[config.mk]
export PLATFORM = sky130hd
export DESIGN_NAME = fpc_ctrl_reg
export DESIGN_NICKNAME = d
export VERILOG_FILES = /design/src/rtl/fpc_pkg.sv /design/src/rtl/fpc_if.sv /design/src/rtl/fpc_ctrl_reg.sv /design/src/rtl/fpc_decode.sv
export SDC_FILE = /design/constraint.sdc
export NUM_CORES = 1
export LEC_CHECK = 0
export BUFFER_PORTS_ARGS = -buffer_cell sky130_fd_sc_hd__buf_2
export CAP_MARGIN = 5
export CELL_PAD_IN_SITES_DETAIL_PLACEMENT = 0
export CELL_PAD_IN_SITES_GLOBAL_PLACEMENT = 1
export CORE_UTILIZATION = 22
export DETAILED_ROUTE_END_ITERATION = 10
export PLACE_DENSITY_LB_ADDON = 0.15
export SLEW_MARGIN = 40
export SYNTH_ARGS = -nofsm -noshare
export SYNTH_HDL_FRONTEND = slang
export SYNTH_SLANG_ARGS = --single-unit
[constraint.sdc]
create_clock -name clk -period 0.8 [get_ports clk]
set_input_delay 0.04 -clock clk [delete_from_list [all_inputs] [get_ports clk]]
set_output_delay 0.04 -clock clk [all_outputs]
set_load 0.01 [all_outputs]
[src/rtl/fpc_pkg.sv]
// Package: field layout, encodings and access codes of the FP control register
`default_nettype none
package fpc_pkg;
  localparam int          REG_W        = 64;
  localparam int          ALT_HALF_BIT = 26;
  localparam int          DEF_NAN_BIT  = 25;
  localparam int          FLUSH_BIT    = 24;
  localparam int          RND_HI       = 23;
  localparam int          RND_LO       = 22;
  localparam int          FLUSH_H_BIT  = 19;
  localparam logic [63:0] WRITE_MASK   = 64'h0000_0000_07C8_0000;
  localparam logic [63:0] RESET_VALUE  = 64'h0000_0000_0000_0000;
  localparam logic [5:0]  TRAP_CLASS   = 6'h07;
  typedef enum logic [1:0] {
    RND_NEAREST = 2'h0,
    RND_PLUS    = 2'h1,
    RND_MINUS   = 2'h2,
    RND_ZERO    = 2'h3
  } fpc_round_t;
endpackage
`default_nettype wire

[src/rtl/fpc_if.sv]
// Interface: decoded FP configuration handed from the register to consumers
`default_nettype none
interface fpc_cfg_if;
  logic       altHalfPrecSel;
  logic       defaultNanEn;
  logic       flushZeroEn;
  logic       flushZeroHalfEn;
  logic [1:0] roundModeSel;
  modport src (output altHalfPrecSel, defaultNanEn, flushZeroEn,
               flushZeroHalfEn, roundModeSel);
  modport dst (input altHalfPrecSel, defaultNanEn, flushZeroEn,
               flushZeroHalfEn, roundModeSel);
endinterface
`default_nettype wire

[src/rtl/fpc_ctrl_reg.sv]
// Top: 64-bit FP control register with trap check and datapath controls
// Notes on behaviour
// - Bit 26 picks IEEE or alternative half.
// - Half format bit affects only conversions.
// - Bit 25 forces default NaN results.
// - Bit 24 enables single/double flush-to-zero.
// - Single/double flush never touches half math.
// - Bits 23:22 encode rounding mode.
// - Scalar and vector share rounding mode.
// - Bit 19 enables half flush-to-zero.
// - Half flush raises no input-denormal flag.
// - Reserved bits reset to zero.
// - Top-level trap bit traps access, class 0x07.
`default_nettype none
module fpc_ctrl_reg (
  input  wire logic        clk,           // Core clock, 25 MHz
  input  wire logic        rst_n,         // Sync reset, active low
  input  wire logic        regWr,         // Register write request
  input  wire logic        regRd,         // Register read request
  input  wire logic [63:0] regWdata,      // Write data
  input  wire logic        fpTrapTopLevel,// Top-level FP trap bit
  input  wire logic        isHalfOp,      // Native half-precision op
  input  wire logic        isHalfConv,    // Half conversion op
  output logic [63:0]      regRdata,      // Read data
  output logic             regDone,       // Access completed, pulse
  output logic             accessTrap,    // Access trapped, pulse
  output logic [5:0]       trapClass,     // Syndrome class of trap
  output logic             useAltHalf,    // Effective alt half format
  output logic             forceDefNan,   // Effective default NaN
  output logic             flushDenorm,   // Effective flush to zero
  output logic             suppressIdc,   // No input-denormal flag
  output logic [1:0]       roundMode      // Effective rounding mode
);
  logic [63:0] reg_ff, nxt_reg, rdata_ff, nxt_rdata;
  logic        done_ff, nxt_done, trap_ff, nxt_trap;
  logic [5:0]  cls_ff, nxt_cls;
  logic        acc;

  fpc_cfg_if cfgBus ();

  ////////////////////////////////////////////////////////////////////////////
  // Register access
  always_comb begin
    acc       = regWr | regRd;
    nxt_reg   = reg_ff;
    nxt_rdata = rdata_ff;
    nxt_done  = 1'b0;
    nxt_trap  = 1'b0;
    nxt_cls   = cls_ff;
    if (acc && fpTrapTopLevel) begin
      nxt_trap = 1'b1;
      nxt_cls  = fpc_pkg::TRAP_CLASS;
    end else if (acc) begin
      nxt_done = 1'b1;
      if (regWr)
        nxt_reg = regWdata & fpc_pkg::WRITE_MASK;
      if (regRd)
        nxt_rdata = reg_ff & fpc_pkg::WRITE_MASK;
    end
  end

  always_ff @(posedge clk) begin
    if (!rst_n) begin
      reg_ff   <= fpc_pkg::RESET_VALUE;
      rdata_ff <= 64'h0000_0000_0000_0000;
      done_ff  <= 1'b0;
      trap_ff  <= 1'b0;
      cls_ff   <= 6'h00;
    end else begin
      reg_ff   <= nxt_reg;
      rdata_ff <= nxt_rdata;
      done_ff  <= nxt_done;
      trap_ff  <= nxt_trap;
      cls_ff   <= nxt_cls;
    end
  end

  assign regRdata   = rdata_ff;
  assign regDone    = done_ff;
  assign accessTrap = trap_ff;
  assign trapClass  = cls_ff;

  ////////////////////////////////////////////////////////////////////////////
  // Field fan-out
  assign cfgBus.altHalfPrecSel  = reg_ff[fpc_pkg::ALT_HALF_BIT];
  assign cfgBus.defaultNanEn    = reg_ff[fpc_pkg::DEF_NAN_BIT];
  assign cfgBus.flushZeroEn     = reg_ff[fpc_pkg::FLUSH_BIT];
  assign cfgBus.flushZeroHalfEn = reg_ff[fpc_pkg::FLUSH_H_BIT];
  assign cfgBus.roundModeSel    = reg_ff[fpc_pkg::RND_HI:fpc_pkg::RND_LO];

  fpc_decode uDecode (
    .clk         (clk),
    .rst_n       (rst_n),
    .cfg         (cfgBus),
    .isHalfOp    (isHalfOp),
    .isHalfConv  (isHalfConv),
    .useAltHalf  (useAltHalf),
    .forceDefNan (forceDefNan),
    .flushDenorm (flushDenorm),
    .suppressIdc (suppressIdc),
    .roundMode   (roundMode)
  );

  ////////////////////////////////////////////////////////////////////////////
  // Checks
  // Trap path
  AST_TRAP: assert property (@(posedge clk) disable iff (!rst_n)
    (regWr | regRd) && fpTrapTopLevel |=> accessTrap
      && trapClass == fpc_pkg::TRAP_CLASS && !regDone)
    else $error("trapped access not reported");
  AST_NOWR_TRAP: assert property (@(posedge clk) disable iff (!rst_n)
    regWr && fpTrapTopLevel |=> $stable(reg_ff))
    else $error("trapped write changed register");
  AST_DONE: assert property (@(posedge clk) disable iff (!rst_n)
    (regWr | regRd) && !fpTrapTopLevel |=> regDone && !accessTrap)
    else $error("untrapped access not completed");
  AST_IDLE: assert property (@(posedge clk) disable iff (!rst_n)
    !(regWr | regRd) |=> !regDone && !accessTrap)
    else $error("answer without access");
  AST_CLS_HOLD: assert property (@(posedge clk) disable iff (!rst_n)
    !((regWr | regRd) && fpTrapTopLevel) |=> $stable(trapClass))
    else $error("trap class changed without trap");
  AST_RD_HOLD: assert property (@(posedge clk) disable iff (!rst_n)
    !(regRd && !fpTrapTopLevel) |=> $stable(regRdata))
    else $error("read data changed without read");

  // Storage and readback
  AST_READ: assert property (@(posedge clk) disable iff (!rst_n)
    regRd && !fpTrapTopLevel |=>
      regRdata == ($past(reg_ff) & fpc_pkg::WRITE_MASK))
    else $error("read data not register value");
  AST_WR_HOLD: assert property (@(posedge clk) disable iff (!rst_n)
    !(regWr && !fpTrapTopLevel) |=> $stable(reg_ff))
    else $error("register changed without write");
  AST_FLAGS_WR: assert property (@(posedge clk) disable iff (!rst_n)
    regWr && !fpTrapTopLevel |=>
      reg_ff[fpc_pkg::FLUSH_BIT] == $past(regWdata[fpc_pkg::FLUSH_BIT])
      && reg_ff[fpc_pkg::FLUSH_H_BIT] == $past(regWdata[fpc_pkg::FLUSH_H_BIT])
      && reg_ff[fpc_pkg::DEF_NAN_BIT] == $past(regWdata[fpc_pkg::DEF_NAN_BIT]))
    else $error("flag write not stored");

  // Reserved bits read as zero, checked one bit at a time
  for (genvar b = 0; b < fpc_pkg::REG_W; b++) begin : gRsvd
    if (!fpc_pkg::WRITE_MASK[b]) begin : gBit
      AST_RSVD_BIT: assert property (@(posedge clk) disable iff (!rst_n)
        regRdata[b] == 1'b0 && reg_ff[b] == 1'b0)
        else $error("reserved bit set");
    end
  end

  // Field controls
  AST_RSVD: assert property (@(posedge clk) disable iff (!rst_n)
    (reg_ff & ~fpc_pkg::WRITE_MASK) == 64'h0 && regRdata[18:0] == 19'h0)
    else $error("reserved bits nonzero");
  AST_RESET: assert property (@(posedge clk)
    !rst_n |=> reg_ff == 64'h0)
    else $error("register not reset to zero");
  AST_WRITE: assert property (@(posedge clk) disable iff (!rst_n)
    regWr && !fpTrapTopLevel |=> reg_ff[23:22] == $past(regWdata[23:22])
      && reg_ff[26] == $past(regWdata[26]))
    else $error("write not stored");
  AST_DEF_NAN: assert property (@(posedge clk) disable iff (!rst_n)
    1'b1 |=> forceDefNan == $past(reg_ff[fpc_pkg::DEF_NAN_BIT]))
    else $error("default NaN not applied");
  AST_HALF_FLUSH: assert property (@(posedge clk) disable iff (!rst_n)
    isHalfOp |=> flushDenorm == $past(reg_ff[fpc_pkg::FLUSH_H_BIT])
      && suppressIdc == $past(reg_ff[fpc_pkg::FLUSH_H_BIT]))
    else $error("half flush wrong");
  AST_FLUSH: assert property (@(posedge clk) disable iff (!rst_n)
    !isHalfOp |=> flushDenorm == $past(reg_ff[fpc_pkg::FLUSH_BIT])
      && !suppressIdc)
    else $error("single flush wrong");
  AST_ALT_NATIVE: assert property (@(posedge clk) disable iff (!rst_n)
    isHalfOp || !isHalfConv |=> !useAltHalf)
    else $error("alt half used outside conversion");
  AST_ALT_CONV: assert property (@(posedge clk) disable iff (!rst_n)
    isHalfConv && !isHalfOp |=>
      useAltHalf == $past(reg_ff[fpc_pkg::ALT_HALF_BIT]))
    else $error("alt half select not applied");
  AST_ROUND: assert property (@(posedge clk) disable iff (!rst_n)
    1'b1 |=> roundMode == $past(reg_ff[fpc_pkg::RND_HI:fpc_pkg::RND_LO]))
    else $error("rounding mode not applied");

  COV_WRITE: cover property (@(posedge clk) regWr && !fpTrapTopLevel);
  COV_TRAP:  cover property (@(posedge clk) regRd && fpTrapTopLevel);
  COV_HALF:  cover property (@(posedge clk)
    isHalfOp && reg_ff[fpc_pkg::FLUSH_H_BIT]);
  COV_ZERO:  cover property (@(posedge clk) roundMode == 2'h3);
  COV_CONV:  cover property (@(posedge clk) useAltHalf);
endmodule
`default_nettype wire

[src/rtl/fpc_decode.sv]
// Per-unit decode of FP configuration into effective datapath controls
`default_nettype none
module fpc_decode (
  input  wire logic clk,          // Core clock
  input  wire logic rst_n,        // Sync reset, active low
  fpc_cfg_if.dst    cfg,          // Configuration from the register
  input  wire logic isHalfOp,     // Operation is native half-precision
  input  wire logic isHalfConv,   // Operation converts to/from half
  output logic      useAltHalf,   // Use alternative half format
  output logic      forceDefNan,  // Return default NaN on NaN input
  output logic      flushDenorm,  // Flush denormals to zero
  output logic      suppressIdc,  // Flushed half raises no denormal flag
  output logic [1:0] roundMode    // Effective rounding mode
);
  logic       nxt_alt, nxt_nan, nxt_flush, nxt_sup;
  logic [1:0] nxt_round;
  logic       alt_ff, nan_ff, flush_ff, sup_ff;
  logic [1:0] round_ff;

  always_comb begin
    nxt_alt = cfg.altHalfPrecSel & isHalfConv & ~isHalfOp;
    nxt_nan   = cfg.defaultNanEn;
    nxt_flush = isHalfOp ? cfg.flushZeroHalfEn
                         : cfg.flushZeroEn;
    nxt_sup   = isHalfOp & cfg.flushZeroHalfEn;
    nxt_round = cfg.roundModeSel;
  end

  always_ff @(posedge clk) begin
    if (!rst_n) begin
      alt_ff   <= 1'b0;
      nan_ff   <= 1'b0;
      flush_ff <= 1'b0;
      sup_ff   <= 1'b0;
      round_ff <= 2'h0;
    end else begin
      alt_ff   <= nxt_alt;
      nan_ff   <= nxt_nan;
      flush_ff <= nxt_flush;
      sup_ff   <= nxt_sup;
      round_ff <= nxt_round;
    end
  end

  assign useAltHalf  = alt_ff;
  assign forceDefNan = nan_ff;
  assign flushDenorm = flush_ff;
  assign suppressIdc = sup_ff;
  assign roundMode   = round_ff;
endmodule
`default_nettype wire

Word level (Yosys, flattened, before mapping)
Cells that the tools add are included.
{ "classes": {"addsub": 0, "multipliers": 0, "div_mod_pow": 0, "magnitude_cmp": 0, "eq_ne": 0, "shift": 0, "mux": 3, "bitwise_logic": 7, "reduce_logical": 4} }
{ "op_table": {"columns": ["operator", "n"], "rows": [
  ["$reduce_and 3->1", 2],
  ["$and 1x1->1", 3],
  ["$mux 1", 3],
  ["$not 1->1", 3],
  ["$reduce_or 2->1", 1],
  ["$logic_and 1x1->1", 1],
  ["$or 1x1->1", 1]
]} }
{ "totals": {"reg_bits": 21, "latch_bits": 0, "mem_bits_rw": 0, "mem_bits_ro": 0, "output_inout_bits": 78, "word_cells": 24, "n_memories": 0} }

Logic depth before layout (Yosys ltp)
{ "depth": {"ltp_word": 4, "depth_mapped": 3} }

Cells and area by module
From an unflattened synthesis, not the netlist that was laid out.
{ "hier_totals": {"cells_unflattened": 132, "hier_area_um2": 1203.7} }
{ "modules_own_cells": {"columns": ["module", "instances", "cells_per_inst", "area_per_inst_um2", "seq_area_each_um2"], "rows": [
  ["fpc_ctrl_reg", 1, 119, 1029.7, 300.3],
  ["fpc_decode", 1, 13, 173.9, 120.1]
]} }

Worst setup path before layout
Ideal clock, no wire load.
{ "synth_path": {"kind": "register -> register", "from": "register, netlist name trapClass[0]", "to": "register, netlist name trapClass[0]", "setup_time_ps": 114, "arrival_time_ps": 488, "t_required_ps": 686, "setup_slack_ps": 198, "path_stages_with_launch": 2, "synth_period_minus_slack_ps": 602, "path_cell_list": "dfxtp_1 -> a21o_1"} }

Final worst setup path
{ "layout_path": {"from": "register, netlist name trapClass[0]", "to": "output trapClass[2]"} }
{ "layout_rtl": {"columns": ["element", "line", "source"], "rows": [
  ["end: declaration", "fpc_ctrl_reg.sv:27", "output logic [5:0] trapClass,"]
]} }
No word-level cell between the ends.

==> reports/results.tsv <==
metric	value	unit
slowest cell delay on critical path	0.34	ns
asr flop ratio synth	0	%
GRT Total Usage	5.896	%
H-tree levels	1	
setup TNS	0	ns
Detailed Routing Iterations Pass 1	2	
synth top area cells	buf_4, dfxtp_1, mux2i_1, nand2_1, buf_6	
#FFs+latches synth	21	
initial cell density of the core	23.34	%
Lkg Pwr	0.7348	nW
clk sinks	21	
Post-Synthesis Cells	132	
most frequent cell after synthesis	buf_4	
# diodes	0	
First DRT Iteration DRCs	15	
syn avg cell area	9.204	sq um
status	finished clean	
Die W	76.31	um
Core ar.	5205	sq um
clk_skew	0.0004171	ns
Worst VDD drop	0.0004297	V
Area Growth Syn to Fin	4.532	%
area of the multi-input gates	498.0	sq um
type of origin of the critical path	register	
part of the cycle the worst path needs	95.44	%
max_cap viols	0	
hold depth	3	
WP buf/inv	1	
number of global-route vias before repair	572	
CTS tree	yes	
FMAX	1310	MHz
Die Y	76.31	um
I/O Buffers	29	
WS Path Type	register to primary output	
Synth area leader	buf_4	
Post-synth EDFFs	0	
aggregate routed wire length	1.798	mm
GP Congestion	0.6898	
clock latency on the worst-skew pair	0.25	ns
DRC viols	0	
pwr dens	1664	nW/um^2
endpoints failing setup	0	
CP Depth	1	
CTS Buf Count	3	
Hold Fails Final Rpt	0	
Routed Antenna Nets	0	
num rows	26	
final max-slew violation count	0	
vias after detailed routing	714	
RSZ-0062 raised after global routing	no	
Core Util, Final	24.40	%
antenna violations before repair	0	
synthesis warning total	0	
nets@finish	234	
storage element area	426.7	sq um
CP arrival	0.72	ns
top_reg_cell synth	dfxtp_1	
post-synthesis sequential area ratio	34.60	%
cell family with most CP delay	flip-flops	
fillers	595	
Unique masters post-synth	16	
reg2reg path depth	2	
Crit. End Element	primary output	
Hold Crit Class	primary input to register	
DR vias/cell	3.078	
die area	5823	sq um
I/O pin cnt	149	
CTS Buffer Depth	2	
first-pass GRT wire length	2.649	mm
Tmin final	0.7635	ns
Routed WL per cell	7.750	um
largest net degree at the start of global routing	15	
crit-path max FO	4	
crit-path cells	buf_2	
Overflow after GRT	0	
Worst EP required	0.76	ns
Root Driver	clkbuf_8	
share of post-route cells with drive strength above 1	25.93	%
Final WS setup	0.03648	ns
top cells by instance count after synthesis	buf_4, dfxtp_1, nand2_1, mux2i_1, inv_1	
dpl hpwl	1.475	mm
Critical Path Slowest Stage Cell	dfxtp_2	
post-synth top area share	40.16	%
Post-Synthesis Cell Area	1215	sq um
CTS clk-pin slew, worst paths	0.07	ns
dpl ws	0.04414	ns
==> power breakdown <==
| group | internal (W) | leakage (nW) | switching, W |
|---|---|---|---|
| sequential | 0.00109 | 0.173 | 0.0000151 |
| clock | 0.000354 | 0.0228 | 0.000322 |
| combinational | 0.000106 | 0.539 | 0.000231 |
==> final cells by class <==
class	count	share of cell area [%]
Sequential cell	21	33.60
Clock buffer	4	3.547
Timing Repair Buffer	33	15.86
Tap cell	70	6.897
Inverter	3	0.8867
Multi-Input combinational cell	101	39.21
==> registers in the layout (all words and copies together), names as in the netlist <==
register,count
uDecode.forceDefNan,1
regRdata,6
regDone,1
uDecode.suppressIdc,1
accessTrap,1
uDecode.useAltHalf,1
uDecode.roundMode,2
trapClass,1
reg_ff,6
uDecode.flushDenorm,1
==> cell usage in the layout, fill, tap and decap left out, types with 2 or more instances in the layout <==
cell type	n
conb_1	61
nor2b_1	2
dfxtp_1	16
dfxtp_2	5
mux2i_1	13
clkbuf_8	3
inv_1	3
nand2_1	16
buf_2	28
nand2_2	2
==> layer usage <==
metal	track usage (%)	vias up	routed length, um
met5	0	-	0
met4	2.885	0	9
met3	2.156	2	181
met2	9.730	50	865
met1	6.681	316	741
li1	-	346	-
==> metrics by stage <==
| stage | total power (W) | hold slack, ns | std cells | instance area [sq um] |
|---|---|---|---|---|
| 2_1_floorplan | 0.001594 | 0.1124 | 192 | 1440 |
| 3_3_place_gp | 0.001445 | 0.2502 | 226 | 1190 |
| 3_5_place_dp | 0.001446 | 0.2596 | 226 | 1190 |
| 4_1_cts | 0.002153 | 0.02009 | 232 | 1256 |
| 5_1_grt | 0.002237 | 0.02930 | 232 | 1270 |
| 6_report | 0.002114 | 0.02803 | 232 | 1270 |
==> worst paths after layout <==
kind | end | slack [ns] | from
max | trapClass[2] | 0.04 | trapClass[0]
min | reg_ff[22] | 0.03 | regWdata[22]
max reg2reg | uDecode.useAltHalf | 0.18 | reg_ff[26]
min reg2reg | uDecode.roundMode[1] | 0.46 | reg_ff[23]
==> timing repair <==
| item | CTS | global route |
|---|---|---|
| hold buffers | 2 | 0 |
| endpoints found under the hold margin | 2 | 0 |
| gates cloned | 0 | 0 |
| gates resized for setup | 1 | 6 |
| setup endpoints to repair | 3 | 5 |
| setup buffers | 0 | 0 |
==> cells by family (layout without fill, tap and decap cells) <==
group                  count (synthesis)  after routing  share of synthesized area (%)
AO/OA/AOI/OAI                          3              3                          1.854
buffers and inverters                 70             40                          42.95
flip-flops                            21             21                          34.60
multiplexers                          13             13                          10.71
other                                  1             61                         0.3087
AND/OR/NAND/NOR                       24             24                          9.578
No activity file was read; power rests on OpenSTA's default activity.
